[src/include/hub_cfg_params.svh]
// Register offsets, field positions, reset values and timing counts of the hub configuration block
`ifndef HUB_CFG_PARAMS_SVH
`define HUB_CFG_PARAMS_SVH

// ----------------------------------------
// Register offsets
// ----------------------------------------
`define OFS_VENDOR_ID_LOW 8'h01
`define OFS_VENDOR_ID_HIGH 8'h02
`define OFS_PRODUCT_ID_LOW 8'h03
`define OFS_PRODUCT_ID_HIGH 8'h04
`define OFS_DEVICE_CONFIG 8'h05
`define OFS_CHARGE_SUPPORT 8'h06
`define OFS_PORT_REMOVABLE 8'h07
`define OFS_DEVICE_CONFIG_TWO 8'h0A
`define OFS_CHARGE_PORT_CTRL 8'hF2

// ----------------------------------------
// Field positions
// ----------------------------------------
`define BIT_GANGED 3
`define BIT_PWR_SWITCH_N 4
`define BIT_AUTO_DISABLE_N 1
`define BIT_POLARITY 3
`define BIT_DIV_HIGH 4
`define FLD_PON_DELAY_MSB 3
`define FLD_PON_DELAY_LSB 1
`define FLD_STATUS_LSB 4

// ----------------------------------------
// Reset values
// ----------------------------------------
`define RST_VENDOR_ID_LOW 8'h00
`define RST_VENDOR_ID_HIGH 8'h00
`define RST_PRODUCT_ID_LOW 8'h00
`define RST_PRODUCT_ID_HIGH 8'h00
`define RST_DEVICE_CONFIG 8'h00
`define RST_CHARGE_SUPPORT 8'h00
`define RST_PORT_REMOVABLE 8'h03
`define RST_DEVICE_CONFIG_TWO 8'h00
`define RST_CHARGE_PORT_CTRL 8'h00

// ----------------------------------------
// Fields that one-time memory may set
// ----------------------------------------
`define OTP_MASK_ID 8'hFF
`define OTP_MASK_REMOVABLE 8'h03
`define OTP_MASK_CONFIG_TWO 8'h12
`define OTP_MASK_CHARGE_CTRL 8'h0E

// ----------------------------------------
// Timing
// ----------------------------------------
`define CLK_PERIOD_NS 8
`define STRAP_HOLD_NS 100
`define STRAP_HOLD_CYCLES ((`STRAP_HOLD_NS + `CLK_PERIOD_NS - 1) / `CLK_PERIOD_NS)
`define STRAP_SETTLE_CYCLES 5

`endif

[src/include/hub_cfg_pkg.sv]
// Types shared by the hub configuration block
package hub_cfg_pkg;

  typedef enum logic [1:0] {
    CHG_NONE = 2'b00,
    CHG_AUTO = 2'b01,
    CHG_DCP = 2'b10,
    CHG_CDP = 2'b11
  } charge_mode_t;

  typedef enum logic [1:0] {
    SIG_OFF = 2'b00,
    SIG_DIVIDER = 2'b01,
    SIG_DCP = 2'b10,
    SIG_CDP = 2'b11
  } charge_signal_t;

  typedef enum logic [1:0] {
    LINK_SUPER = 2'b00,
    LINK_HIGH = 2'b01,
    LINK_FULL_LOW = 2'b10,
    LINK_NONE = 2'b11
  } link_speed_t;

  typedef enum logic [1:0] {
    ST_SETTLE = 2'b00,
    ST_HOLD = 2'b01,
    ST_RUN = 2'b10
  } strap_state_t;

endpackage : hub_cfg_pkg

[src/hw/charge_mode_select.sv]
// Per-port battery charging mode and line signalling selection
`timescale 1ns/100ps
module charge_mode_select
  import hub_cfg_pkg::*;
#(
  parameter int NPORTS = 2
) (
  // Clock and reset
  input wire logic clk,
  input wire logic resetn,
  input wire logic ce,
  // Configuration
  input wire logic [NPORTS-1:0] port_charge_enable,
  input wire logic auto_charge_disable_n,
  // Port status
  input wire logic [NPORTS-1:0] vbus_above_4v,
  input wire logic [NPORTS-1:0] dcp_device_seen,
  // Results
  output charge_mode_t port_mode [NPORTS],
  output charge_signal_t port_signal [NPORTS]
);

  genvar i;
  generate
    for (i = 0; i < NPORTS; i++)
    begin : g_port
      charge_mode_t next_mode;
      charge_signal_t next_signal;
      // A set enable with high VBUS and auto not disabled is absent from the mode
      // table; auto is kept so that CDP can never appear with auto active
      assign next_mode = !port_charge_enable[i] ? CHG_NONE :
                         !auto_charge_disable_n ? CHG_AUTO :
                         vbus_above_4v[i] ? CHG_CDP : CHG_DCP;
      assign next_signal = (next_mode == CHG_NONE) ? SIG_OFF :
                           (next_mode == CHG_AUTO) ? (dcp_device_seen[i] ? SIG_DCP : SIG_DIVIDER) :
                           (next_mode == CHG_DCP) ? SIG_DCP : SIG_CDP;
      always_ff @(posedge clk or negedge resetn)
      begin
        if (!resetn)
        begin
          port_mode[i] <= CHG_NONE;
          port_signal[i] <= SIG_OFF;
        end
        else if (ce)
        begin
          port_mode[i] <= next_mode;
          port_signal[i] <= next_signal;
        end
      end
    end
  endgenerate

endmodule : charge_mode_select

[src/hw/hub_port_charge_power_config.sv]
// Hub port charging, power switch and configuration register block
`timescale 1ns/100ps
`include "hub_cfg_params.svh"
module hub_port_charge_power_config
  import hub_cfg_pkg::*;
#(
  parameter int NPORTS = 2
) (
  // Clock and reset
  input wire logic clk,
  input wire logic resetn,
  input wire logic ce,
  // Configuration register port
  input wire logic cfg_wr,
  input wire logic cfg_rd,
  input wire logic [7:0] cfg_addr,
  input wire logic [7:0] cfg_wdata,
  output logic [7:0] cfg_rdata,
  // One-time memory contents, loaded at start-up
  input wire logic otp_load,
  input wire logic [7:0] otp_addr,
  input wire logic [7:0] otp_data,
  // Vendor request for one-time programming
  input wire logic usb_otp_req,
  input wire logic [7:0] usb_otp_addr,
  input wire logic [7:0] usb_otp_data,
  output logic otp_prog_strobe,
  output logic [7:0] otp_prog_addr,
  output logic [7:0] otp_prog_data,
  output logic otp_prog_reject,
  // Strap pins
  input wire logic power_switching_strap_n,
  input wire logic ganged_strap,
  input wire logic power_enable_polarity_strap,
  input wire logic bus_mode_strap,
  output logic bus_mode,
  output logic strap_done,
  // Power enable pins, doubling as charge enable straps
  input wire logic port1_power_out_charge_strap_in,
  output logic port1_power_out_charge_strap_out,
  output logic port1_power_out_charge_strap_oe,
  input wire logic port2_power_out_charge_strap_in,
  output logic port2_power_out_charge_strap_out,
  output logic port2_power_out_charge_strap_oe,
  // Port power and charging
  input wire logic [NPORTS-1:0] port_power_request,
  input wire logic [NPORTS-1:0] vbus_above_4v_pin,
  input wire logic [NPORTS-1:0] dcp_device_seen,
  output charge_signal_t port_signal [NPORTS],
  output logic divider_level_10w,
  output logic [2:0] power_on_delay_sel,
  output logic [NPORTS-1:0] port_removable,
  // Upstream link speed
  input wire link_speed_t upstream_speed,
  output logic ds_superspeed_enable,
  output logic ds_highspeed_enable
);

  // ----------------------------------------
  // Registers
  // ----------------------------------------
  logic [7:0] vendor_id_low;
  logic [7:0] vendor_id_high;
  logic [7:0] product_id_low;
  logic [7:0] product_id_high;
  logic [7:0] device_config;
  logic [7:0] charge_support;
  logic [7:0] port_removable_config;
  logic [7:0] device_config_two;
  logic [7:0] charge_port_control;

  // ----------------------------------------
  // Strap and VBUS synchronisers
  // ----------------------------------------
  logic [5:0] strap_level;
  logic [NPORTS-1:0] vbus_above_4v;

  pin_sync #(
    .WIDTH(6)
  ) u_strap_sync (
    .clk(clk),
    .resetn(resetn),
    .ce(ce),
    .pin({port2_power_out_charge_strap_in, port1_power_out_charge_strap_in, bus_mode_strap,
          power_enable_polarity_strap, ganged_strap, power_switching_strap_n}),
    .level(strap_level)
  );

  pin_sync #(
    .WIDTH(NPORTS)
  ) u_vbus_sync (
    .clk(clk),
    .resetn(resetn),
    .ce(ce),
    .pin(vbus_above_4v_pin),
    .level(vbus_above_4v)
  );

  // ----------------------------------------
  // Strap capture sequence
  // ----------------------------------------
  // Capture comes once the synchroniser has settled after reset release, well
  // inside the strap hold window; the power pins are driven only after that
  // window, so the device never fights the board's strap resistors.
  strap_state_t strap_state;
  logic [7:0] strap_count;
  logic strap_capture;
  logic hold_over;

  assign strap_capture = (strap_state == ST_SETTLE) &&
                         (strap_count == 8'(`STRAP_SETTLE_CYCLES - 1));
  assign hold_over = (strap_state == ST_HOLD) &&
                     (strap_count == 8'(`STRAP_HOLD_CYCLES - 1));

  always_ff @(posedge clk or negedge resetn)
  begin
    if (!resetn)
    begin
      strap_state <= ST_SETTLE;
      strap_count <= 8'h00;
    end
    else if (ce)
    begin
      unique case (strap_state)
        ST_SETTLE:
        begin
          strap_count <= strap_capture ? 8'h00 : strap_count + 8'h01;
          if (strap_capture)
            strap_state <= ST_HOLD;
        end
        ST_HOLD:
        begin
          strap_count <= hold_over ? 8'h00 : strap_count + 8'h01;
          if (hold_over)
            strap_state <= ST_RUN;
        end
        ST_RUN:
          strap_count <= 8'h00;
        default:
          strap_state <= ST_SETTLE;
      endcase
    end
  end

  always_ff @(posedge clk or negedge resetn)
  begin
    if (!resetn)
      bus_mode <= 1'b0;
    else if (ce && strap_capture)
      bus_mode <= strap_level[3];
  end

  assign strap_done = (strap_state == ST_RUN);

  // ----------------------------------------
  // Write decode
  // ----------------------------------------
  wire cfg_wr_en = ce && cfg_wr;
  wire otp_en = ce && otp_load;
  wire wr_vid_lo = cfg_wr_en && (cfg_addr == `OFS_VENDOR_ID_LOW);
  wire wr_vid_hi = cfg_wr_en && (cfg_addr == `OFS_VENDOR_ID_HIGH);
  wire wr_pid_lo = cfg_wr_en && (cfg_addr == `OFS_PRODUCT_ID_LOW);
  wire wr_pid_hi = cfg_wr_en && (cfg_addr == `OFS_PRODUCT_ID_HIGH);
  wire wr_dev = cfg_wr_en && (cfg_addr == `OFS_DEVICE_CONFIG);
  wire wr_chg = cfg_wr_en && (cfg_addr == `OFS_CHARGE_SUPPORT);
  wire wr_rmv = cfg_wr_en && (cfg_addr == `OFS_PORT_REMOVABLE);
  wire wr_dev2 = cfg_wr_en && (cfg_addr == `OFS_DEVICE_CONFIG_TWO);
  wire wr_cpc = cfg_wr_en && (cfg_addr == `OFS_CHARGE_PORT_CTRL);

  // Mask of bits that one-time memory may set at an address; zero elsewhere
  function automatic logic [7:0] otp_mask(input logic [7:0] addr);
    unique case (addr)
      `OFS_VENDOR_ID_LOW, `OFS_VENDOR_ID_HIGH,
      `OFS_PRODUCT_ID_LOW, `OFS_PRODUCT_ID_HIGH: otp_mask = `OTP_MASK_ID;
      `OFS_PORT_REMOVABLE: otp_mask = `OTP_MASK_REMOVABLE;
      `OFS_DEVICE_CONFIG_TWO: otp_mask = `OTP_MASK_CONFIG_TWO;
      `OFS_CHARGE_PORT_CTRL: otp_mask = `OTP_MASK_CHARGE_CTRL;
      default: otp_mask = 8'h00;
    endcase
  endfunction : otp_mask

  wire [7:0] load_mask = otp_mask(otp_addr);
  // Removable bits are stored as 1 = removable, so one-time data is inverted
  wire [7:0] load_data = (otp_addr == `OFS_PORT_REMOVABLE) ? ~otp_data : otp_data;
  wire ld_hit = otp_en && (load_mask != 8'h00);

  // Merge one-time data into a register, touching only the permitted bits
  function automatic logic [7:0] merge(input logic [7:0] cur);
    merge = (cur & ~load_mask) | (load_data & load_mask);
  endfunction : merge

  // ----------------------------------------
  // Identifier registers
  // ----------------------------------------
  always_ff @(posedge clk or negedge resetn)
  begin
    if (!resetn)
    begin
      vendor_id_low <= `RST_VENDOR_ID_LOW;
      vendor_id_high <= `RST_VENDOR_ID_HIGH;
      product_id_low <= `RST_PRODUCT_ID_LOW;
      product_id_high <= `RST_PRODUCT_ID_HIGH;
    end
    else
    begin
      // Register writes win over a one-time load in the same cycle
      if (wr_vid_lo)
        vendor_id_low <= cfg_wdata;
      else if (ld_hit && otp_addr == `OFS_VENDOR_ID_LOW)
        vendor_id_low <= merge(vendor_id_low);
      if (wr_vid_hi)
        vendor_id_high <= cfg_wdata;
      else if (ld_hit && otp_addr == `OFS_VENDOR_ID_HIGH)
        vendor_id_high <= merge(vendor_id_high);
      if (wr_pid_lo)
        product_id_low <= cfg_wdata;
      else if (ld_hit && otp_addr == `OFS_PRODUCT_ID_LOW)
        product_id_low <= merge(product_id_low);
      if (wr_pid_hi)
        product_id_high <= cfg_wdata;
      else if (ld_hit && otp_addr == `OFS_PRODUCT_ID_HIGH)
        product_id_high <= merge(product_id_high);
    end
  end

  // ----------------------------------------
  // Configuration registers
  // ----------------------------------------
  always_ff @(posedge clk or negedge resetn)
  begin
    if (!resetn)
    begin
      device_config <= `RST_DEVICE_CONFIG;
      charge_support <= `RST_CHARGE_SUPPORT;
      port_removable_config <= `RST_PORT_REMOVABLE;
      device_config_two <= `RST_DEVICE_CONFIG_TWO;
      charge_port_control <= `RST_CHARGE_PORT_CTRL;
    end
    else
    begin
      if (wr_dev)
        device_config <= cfg_wdata;
      else if (ce && strap_capture)
      begin
        device_config[`BIT_PWR_SWITCH_N] <= strap_level[0];
        device_config[`BIT_GANGED] <= strap_level[1];
      end
      if (wr_chg)
        charge_support <= {4'h0, cfg_wdata[3:0]};
      else if (ce && strap_capture)
        charge_support[1:0] <= strap_level[5:4];
      if (wr_rmv)
        port_removable_config <= cfg_wdata;
      else if (ld_hit && otp_addr == `OFS_PORT_REMOVABLE)
        port_removable_config <= merge(port_removable_config);
      if (wr_dev2)
        device_config_two <= cfg_wdata;
      else if (ld_hit && otp_addr == `OFS_DEVICE_CONFIG_TWO)
        device_config_two <= merge(device_config_two);
      else if (ce && strap_capture)
        device_config_two[`BIT_POLARITY] <= strap_level[2];
      if (wr_cpc)
        charge_port_control <= cfg_wdata;
      else if (ld_hit && otp_addr == `OFS_CHARGE_PORT_CTRL)
        charge_port_control <= merge(charge_port_control);
    end
  end

  // ----------------------------------------
  // Battery charging
  // ----------------------------------------
  charge_mode_t port_mode [NPORTS];

  charge_mode_select #(
    .NPORTS(NPORTS)
  ) u_charge (
    .clk(clk),
    .resetn(resetn),
    .ce(ce),
    .port_charge_enable(charge_support[NPORTS-1:0]),
    .auto_charge_disable_n(device_config_two[`BIT_AUTO_DISABLE_N]),
    .vbus_above_4v(vbus_above_4v),
    .dcp_device_seen(dcp_device_seen),
    .port_mode(port_mode),
    .port_signal(port_signal)
  );

  assign divider_level_10w = device_config_two[`BIT_DIV_HIGH];
  assign power_on_delay_sel = charge_port_control[`FLD_PON_DELAY_MSB:`FLD_PON_DELAY_LSB];
  assign port_removable = port_removable_config[NPORTS-1:0];

  // ----------------------------------------
  // Power switch control
  // ----------------------------------------
  // Without switching the ports are simply kept powered.
  wire switching_on = !device_config[`BIT_PWR_SWITCH_N];
  wire ganged = device_config[`BIT_GANGED];
  wire active_high = device_config_two[`BIT_POLARITY];
  wire [1:0] port_on = !switching_on ? 2'b11 :
                       ganged ? {2{|port_power_request}} :
                       port_power_request;
  logic [1:0] power_level;

  always_ff @(posedge clk or negedge resetn)
  begin
    if (!resetn)
      power_level <= 2'b00;
    else if (ce)
      power_level <= active_high ? port_on : ~port_on;
  end

  assign port1_power_out_charge_strap_out = power_level[0];
  assign port2_power_out_charge_strap_out = power_level[1];
  assign port1_power_out_charge_strap_oe = strap_done;
  assign port2_power_out_charge_strap_oe = strap_done;

  // ----------------------------------------
  // Downstream speed limits
  // ----------------------------------------
  always_ff @(posedge clk or negedge resetn)
  begin
    if (!resetn)
    begin
      ds_superspeed_enable <= 1'b0;
      ds_highspeed_enable <= 1'b0;
    end
    else if (ce)
    begin
      ds_superspeed_enable <= (upstream_speed == LINK_SUPER);
      ds_highspeed_enable <= (upstream_speed != LINK_FULL_LOW);
    end
  end

  // ----------------------------------------
  // One-time programming requests
  // ----------------------------------------
  wire [7:0] prog_mask = otp_mask(usb_otp_addr);
  wire [7:0] prog_data = (usb_otp_addr == `OFS_PORT_REMOVABLE) ? ~usb_otp_data : usb_otp_data;

  always_ff @(posedge clk or negedge resetn)
  begin
    if (!resetn)
    begin
      otp_prog_strobe <= 1'b0;
      otp_prog_reject <= 1'b0;
      otp_prog_addr <= 8'h00;
      otp_prog_data <= 8'h00;
    end
    else if (ce)
    begin
      otp_prog_strobe <= usb_otp_req && (prog_mask != 8'h00);
      otp_prog_reject <= usb_otp_req && (prog_mask == 8'h00);
      if (usb_otp_req && prog_mask != 8'h00)
      begin
        otp_prog_addr <= usb_otp_addr;
        // The request carries register sense; memory keeps removable inverted
        otp_prog_data <= prog_data & prog_mask;
      end
    end
  end

  // ----------------------------------------
  // Read path
  // ----------------------------------------
  wire [3:0] mode_status = {port_mode[1], port_mode[0]};
  logic [7:0] read_mux;

  always_comb
  begin
    unique case (cfg_addr)
      `OFS_VENDOR_ID_LOW: read_mux = vendor_id_low;
      `OFS_VENDOR_ID_HIGH: read_mux = vendor_id_high;
      `OFS_PRODUCT_ID_LOW: read_mux = product_id_low;
      `OFS_PRODUCT_ID_HIGH: read_mux = product_id_high;
      `OFS_DEVICE_CONFIG: read_mux = device_config;
      `OFS_CHARGE_SUPPORT: read_mux = {mode_status, charge_support[3:0]};
      `OFS_PORT_REMOVABLE: read_mux = port_removable_config;
      `OFS_DEVICE_CONFIG_TWO: read_mux = device_config_two;
      `OFS_CHARGE_PORT_CTRL: read_mux = charge_port_control;
      default: read_mux = 8'h00;
    endcase
  end

  always_ff @(posedge clk or negedge resetn)
  begin
    if (!resetn)
      cfg_rdata <= 8'h00;
    else if (ce && cfg_rd)
      cfg_rdata <= read_mux;
  end

endmodule : hub_port_charge_power_config

[src/hw/pin_sync.sv]
// Three-stage pin synchroniser; output moves once stages two and three agree
`timescale 1ns/100ps
module pin_sync #(
  parameter int WIDTH = 1
) (
  // Clock and reset
  input wire logic clk,
  input wire logic resetn,
  input wire logic ce,
  // Pins
  input wire logic [WIDTH-1:0] pin,
  output logic [WIDTH-1:0] level
);

  logic [WIDTH-1:0] stage1;
  logic [WIDTH-1:0] stage2;
  logic [WIDTH-1:0] stage3;

  genvar i;
  generate
    for (i = 0; i < WIDTH; i++)
    begin : g_bit
      always_ff @(posedge clk or negedge resetn)
      begin
        if (!resetn)
        begin
          stage1[i] <= 1'b0;
          stage2[i] <= 1'b0;
          stage3[i] <= 1'b0;
          level[i] <= 1'b0;
        end
        else if (ce)
        begin
          stage1[i] <= pin[i];
          stage2[i] <= stage1[i];
          stage3[i] <= stage2[i];
          // Stage one is never looked at here: it may be metastable
          if (stage2[i] == stage3[i])
            level[i] <= stage3[i];
        end
      end
    end
  endgenerate

endmodule : pin_sync

[config.mk]
export PLATFORM = sky130hd
export DESIGN_NAME = hub_port_charge_power_config
export DESIGN_NICKNAME = d
export VERILOG_FILES = /design/src/include/hub_cfg_pkg.sv /design/src/hw/charge_mode_select.sv /design/src/hw/hub_port_charge_power_config.sv /design/src/hw/pin_sync.sv
export VERILOG_INCLUDE_DIRS = /design/src /design/src/include
export SDC_FILE = /design/constraint.sdc
export NUM_CORES = 1
export LEC_CHECK = 0
export ABC_AREA = 1
export BUFFER_PORTS_ARGS = -buffer_cell sky130_fd_sc_hd__buf_2
export CAP_MARGIN = 20
export CORE_MARGIN = 3
export CORE_UTILIZATION = 36
export CTS_CLUSTER_SIZE = 28
export DETAILED_ROUTE_END_ITERATION = 7
export HOLD_SLACK_MARGIN = 0.1
export PLACE_DENSITY = 0.57
export SYNTH_ARGS = -nofsm -noshare
export SYNTH_HDL_FRONTEND = slang
export SYNTH_SLANG_ARGS = --single-unit
[constraint.sdc]
create_clock -name clk -period 2.48 [get_ports clk]
set_input_delay 0.372 -clock clk [delete_from_list [all_inputs] [get_ports clk]]
set_output_delay 0.372 -clock clk [all_outputs]
set_load 0.02 [all_outputs]
* Word-level counts from Yosys, hierarchy flattened *
Cells that the tools add are included.

word-level totals
  word-level logic and storage cells = 229
  flip-flop bits (word level) = 149
  output and inout bits = 44
  input port bits = 69

operators by class
  equality and inequality tests = 42
  reduce and logical (&&, ||, !) cells = 57
  muxes and demuxes = 49
  bitwise logic cells = 21
  add/subtract/negate cells = 1

operators by type and width
  cell                                                              count
  8-bit two-way mux                                                 17
  8-bit AND                                                         9
  8-bit by 3-bit == test with 1-bit output (second input constant)  9
  8-bit case mux with 9 select lines                                1
  8-bit case mux with 4 select lines                                2
  8-bit bitwise OR                                                  7
  8-bit by 2-bit == test with 1-bit output (second input constant)  6
  2-bit two-way mux                                                 19
  8-bit by 4-bit == test with 1-bit output (second input constant)  4
  1-bit logical AND                                                 25
  8-bit by 1-bit == test with 1-bit output (second input constant)  3
  8-bit == test (second input constant)                             3
  8-bit NOT                                                         3
  8-bit case mux with 3 select lines                                1
  2-bit AND reduction                                               10
  2-bit nonzero test                                                9
  8-bit nonzero test                                                2
  8-bit by 1-bit adder with 8-bit output (second input constant)    1
  1-bit == test                                                     8
  2-bit logical NOT                                                 4
  8-bit logical NOT                                                 1
  4-bit OR reduction                                                2
  2-bit by 1-bit == test with 1-bit output (second input constant)  3
  2-bit == test (second input constant)                             3
  10 further kinds                                                  18

* Depth between registers and ports, before layout *
  depth after elaboration = 8
  mapped depth = 11
  gate-level depth less buffers = 11

* Modules after synthesis *
A second synthesis with hierarchy kept.

unflattened totals
  cells, all modules = 1083
  area total of the unflattened synthesis = 8326.7 µm²

modules (own cells, without submodules)
  module                        instances  area each (µm²)  cells an instance
  hub_port_charge_power_config  1          6498.7           873
  pin_sync at u_strap_sync      1          1106.1           125
  pin_sync at u_vbus_sync       1          381.6            42
  charge_mode_select            1          340.3            43

* Least setup slack after synthesis *
No wires, ideal clock.

  path kind = input to register
  start = input cfg_addr[4]
  end = register with a tool-made name
  required time = 2415 ps
  arrival time = 1511 ps
  stages on the path = 9
  setup slack = 904 ps
  path buffers = 2
  cells stage by stage = inv_2 > nand2_2 > nor3_4 > buf_4 > nand3_4 > buf_2 > o21ai_1 > nand2_1 > nand2_1

RTL lines
  element      line                                text
  from (decl)  hub_port_charge_power_config.sv:16  input wire logic [7:0] cfg_addr,

* Worst setup path in the final report *
  start = register strap_count[0]
  end = register charge_support[1]

between the ends
  cells in the longest elaborated chain, start to end = 4

ends and longest elaborated chain
  element                                   line                                 text
  from (decl)                               hub_port_charge_power_config.sv:106  logic [7:0] strap_count;
  from (signal assigned)                    hub_port_charge_power_config.sv:127  strap_count <= strap_capture ? 8'h00 : strap_count + 8'h01;
  from (signal assigned)                    hub_port_charge_power_config.sv:133  strap_count <= hold_over ? 8'h00 : strap_count + 8'h01;
  8-bit by 3-bit == test with 1-bit output  hub_port_charge_power_config.sv:111  (strap_count == 8'(`STRAP_SETTLE_CYCLES - 1));
  1-bit logical AND                         hub_port_charge_power_config.sv:110  assign strap_capture = (strap_state == ST_SETTLE) &&
  1-bit logical AND                         hub_port_charge_power_config.sv:250  else if (ce && strap_capture)
  2-bit nonzero test (no line)              --
  to (signal assigned)                      hub_port_charge_power_config.sv:234  charge_support <= `RST_CHARGE_SUPPORT;
  to (signal assigned)                      hub_port_charge_power_config.sv:249  charge_support <= {4'h0, cfg_wdata[3:0]};
  to (signal assigned)                      hub_port_charge_power_config.sv:251  charge_support[1:0] <= strap_level[5:4];
  to (decl)                                 hub_port_charge_power_config.sv:67   logic [7:0] charge_support;

Every way passes these cells.
A chain may end at the register's enable or synchronous reset.

==> impl_metrics.toml <==
[setup_path]
timing.critical_path.from_type = "register"
crit_chain = "inv_1, ha_1, nand3b_1, nor2_1, nand3_1, inv_1, nand3_1, o211ai_1"
worstPathArrival_ns = 2.11
cpPeakStageDelay_ns = 0.39
crit_path_end_kind = "register"
worst_path_dominant_cell_family = "simple AND/OR/NAND/NOR gates"
crit_buf_inv = 2
data_required_critical_path_ns = 2.82
worstPathMaxFanout = 5
cell_at_the_slowest_stage_of_the_critical_path = "dfrtp_1"
worstSetupPathType = "reg2reg"

[sta]
final_max_slew_viol_count = 0
finalHoldViolCount = 0
final.setup.tns_ns = 0
finalClockSkew_ns = 0.0125
setup_viol = 0
max_slew_headroom = 0.512
period_needed_ns = 1.77
achievable_freq_mhz = 565
setup_repair_after_global_routing_missed_its_margin = "no"
timing_worst_slew_pin_value_ns = 0.726
hold-worst-slack_ns = 0.126
layout_worst_path_cycle_share = 0.714

[floorplanning]
i_o_pins = 113
initial_utilization = 0.370
core_region_area_sq_mm = 0.0213
design.die.area_sq_mm = 0.0237
fp-row-count = 53
die_height_um = 154
fp.dieW_um = 154

[pwr]
vdd_ir_drop_max_mv = 0.305
leakage_component_of_the_power_nw = 4.96
power.total_mw = 6.40
cellPowerDensity_mw_per_mm2 = 685

[run]
drv_cap = 0

[clock_network]
tritoncts_clock_tree = "built"
cts.path.max_buffers = 2
htree_levels = 4
cts_resized = 0
clkLatencyLatePin_ns = 0.44
ctsRootBufferMaster = "clkbuf_16"
cts_bufs_inserted = 17
clock_sinks = 149
clk_transition_reported_paths_ns = 0.08

[placement]
port_buffers = 112
routabilityCongestion = 0.940
placedCellCount = 1388
hpwl_um = 16500

[finish]
final_stage_net_count = 1208
antenna_cells_inserted = 0
layout_common_cells = "nand2_1, dfrtp_1, nand3_1, buf_2, inv_1"
finalNonFillerCells = 1421
layout.filler_cells = 2202
area_of_the_multi_input_gates_sq_mm = 0.00354
area.sequential_sq_mm = 0.00373
final_layout_size_suffix_gt1_frac = 0.180
area_growth_syn_to_layout_pct = 18.8
layout.cells.most_common = "nand2_1"

[synthesis]
synth.yosys.warnings = 0
synth_area_sq_mm = 0.00787
synth_top_cell_by_area = "dfrtp_1"
synth_nets = 1095
yosys.area.top_type_share = 0.467
synth.distinct_cells = 43
synthCells = 1020
number_of_synthesized_register_bits = 149
synth.area.top_cells = "dfrtp_1, nand2_1, nand3_1"
synth_seq_area_share = 0.474
synth.avg_cell_area_sq_um = 7.72

[global_route]
antenna_found_initial = 2
grt_overflow = 0
grt_pass1_vias = 6634
grt_first_pass_wirelength_um = 36100
grt_start_max_net_pins = 94
grt.total_usage = 0.193

[drt]
wl_um = 22500
number_of_remaining_drc_errors = 0
vias = 7111
detailedRoute.firstIterationViolations = 606
route.detailed.wl_per_inst_um = 15.8
postRouteAntennaNets = 0
viasPerCell = 5.00
detail_route.first_pass.iterations = 5

[run_status]
run_status = "complete, no violations"

[hold_path]
min-delay-path-class = "in2reg"
## layout make-up
| cell class | count | area share |
|---|---|---|
| multi-input cells | 725 | 0.378 |
| inverters | 113 | 0.0453 |
| flip-flops and latches | 149 | 0.399 |
| well taps | 275 | 0.0368 |
| repair buffers | 127 | 0.0756 |
| clock inverters | 15 | 0.0195 |
| clock buffers | 17 | 0.0455 |
## metal layers
layer,track usage,part of all wire
met1,0.288,0.49
met2,0.279,0.43
met3,0.0490,0.063
met4,0.0555,0.017
met5,0,0.0012
## path summary, 6_finish.rpt
check,slack (ns),end,cells after the start,startpoint
max reg2reg,0.71,charge_support[1],8,strap_count[0]
max,0.71,charge_support[1],8,strap_count[0]
min reg2reg,0.47,u_strap_sync.stage3[0],2,u_strap_sync.stage3[0]
min,0.13,ds_highspeed_enable,2,upstream_speed[1]
max in group asynchronous,1.28,asynchronous set/reset pin,3,resetn
min in group asynchronous,0.40,asynchronous set/reset pin,2,resetn
## logic make-up after synthesis
logic type,after synthesis,synth area share
simple gates,550,0.318
buf+inv,146,0.0763
flops,149,0.474
fa+ha+maj,6,0.00954
compound gates,156,0.107
xor+xnor,13,0.0154
## synthesized netlist by cell type
cell and count:
o22ai_1 2, xnor2_1 7, a22oi_1 1, o31ai_1 1, nor2_4 2, nor3_1 1
a21o_1 3, nand3_2 5, nand3_1 143, a21oi_1 8, buf_6 1, o21ai_0 91
nor2_2 6, ha_1 6, nand2_1 293, dfrtp_1 147, nand3b_1 3, inv_1 103
nor3_2 1, clkbuf_1 11, a31oi_1 1, clkbuf_2 1, buf_1 1, o221ai_1 3
inv_2 8, buf_2 11, o21ai_1 32, xor2_1 5, and3_1 4, xnor2_2 1
nor3_4 4, dfstp_2 2, o211ai_1 11, or2_0 1, nand2_2 11, or2_2 4
clkinv_1 2, o21a_1 1, buf_4 8, nor2_1 59, o21bai_1 2, nand3_4 4
nand4_1 9
## through the flow
stage                     setup WS [ns]  instance area (sq um)  utilization
after detailed placement          0.398                   8740        0.410
after global placement            0.416                   8740        0.410
after global routing              0.510                   9360        0.439
final                             0.709                   9360        0.439
after CTS                         0.696                   9360        0.439
after floorplan                   0.904                   7870            -
## worst reg2reg max path, cell delays in order, from the launching register on
cell and delay (ns):
dfrtp_1 0.39, inv_1 0.11, ha_1 0.18, nand3b_1 0.07
nor2_1 0.20, nand3_1 0.29, inv_1 0.26, nand3_1 0.09
o211ai_1 0.10
## repair_timing
| action | CTS | global route |
|---|---|---|
| buffers inserted | 0 | 0 |
| endpoints found under the hold margin | 30 | 0 |
| hold buffers | 1 | 0 |
## power breakdown
group / internal [mW] / total [mW] / switching (mW)
logic: 0.338 / 0.975 / 0.637
registers: 2.65 / 2.81 / 0.157
clock network: 1.37 / 2.62 / 1.25
No activity file was read; power rests on OpenSTA's default activity.
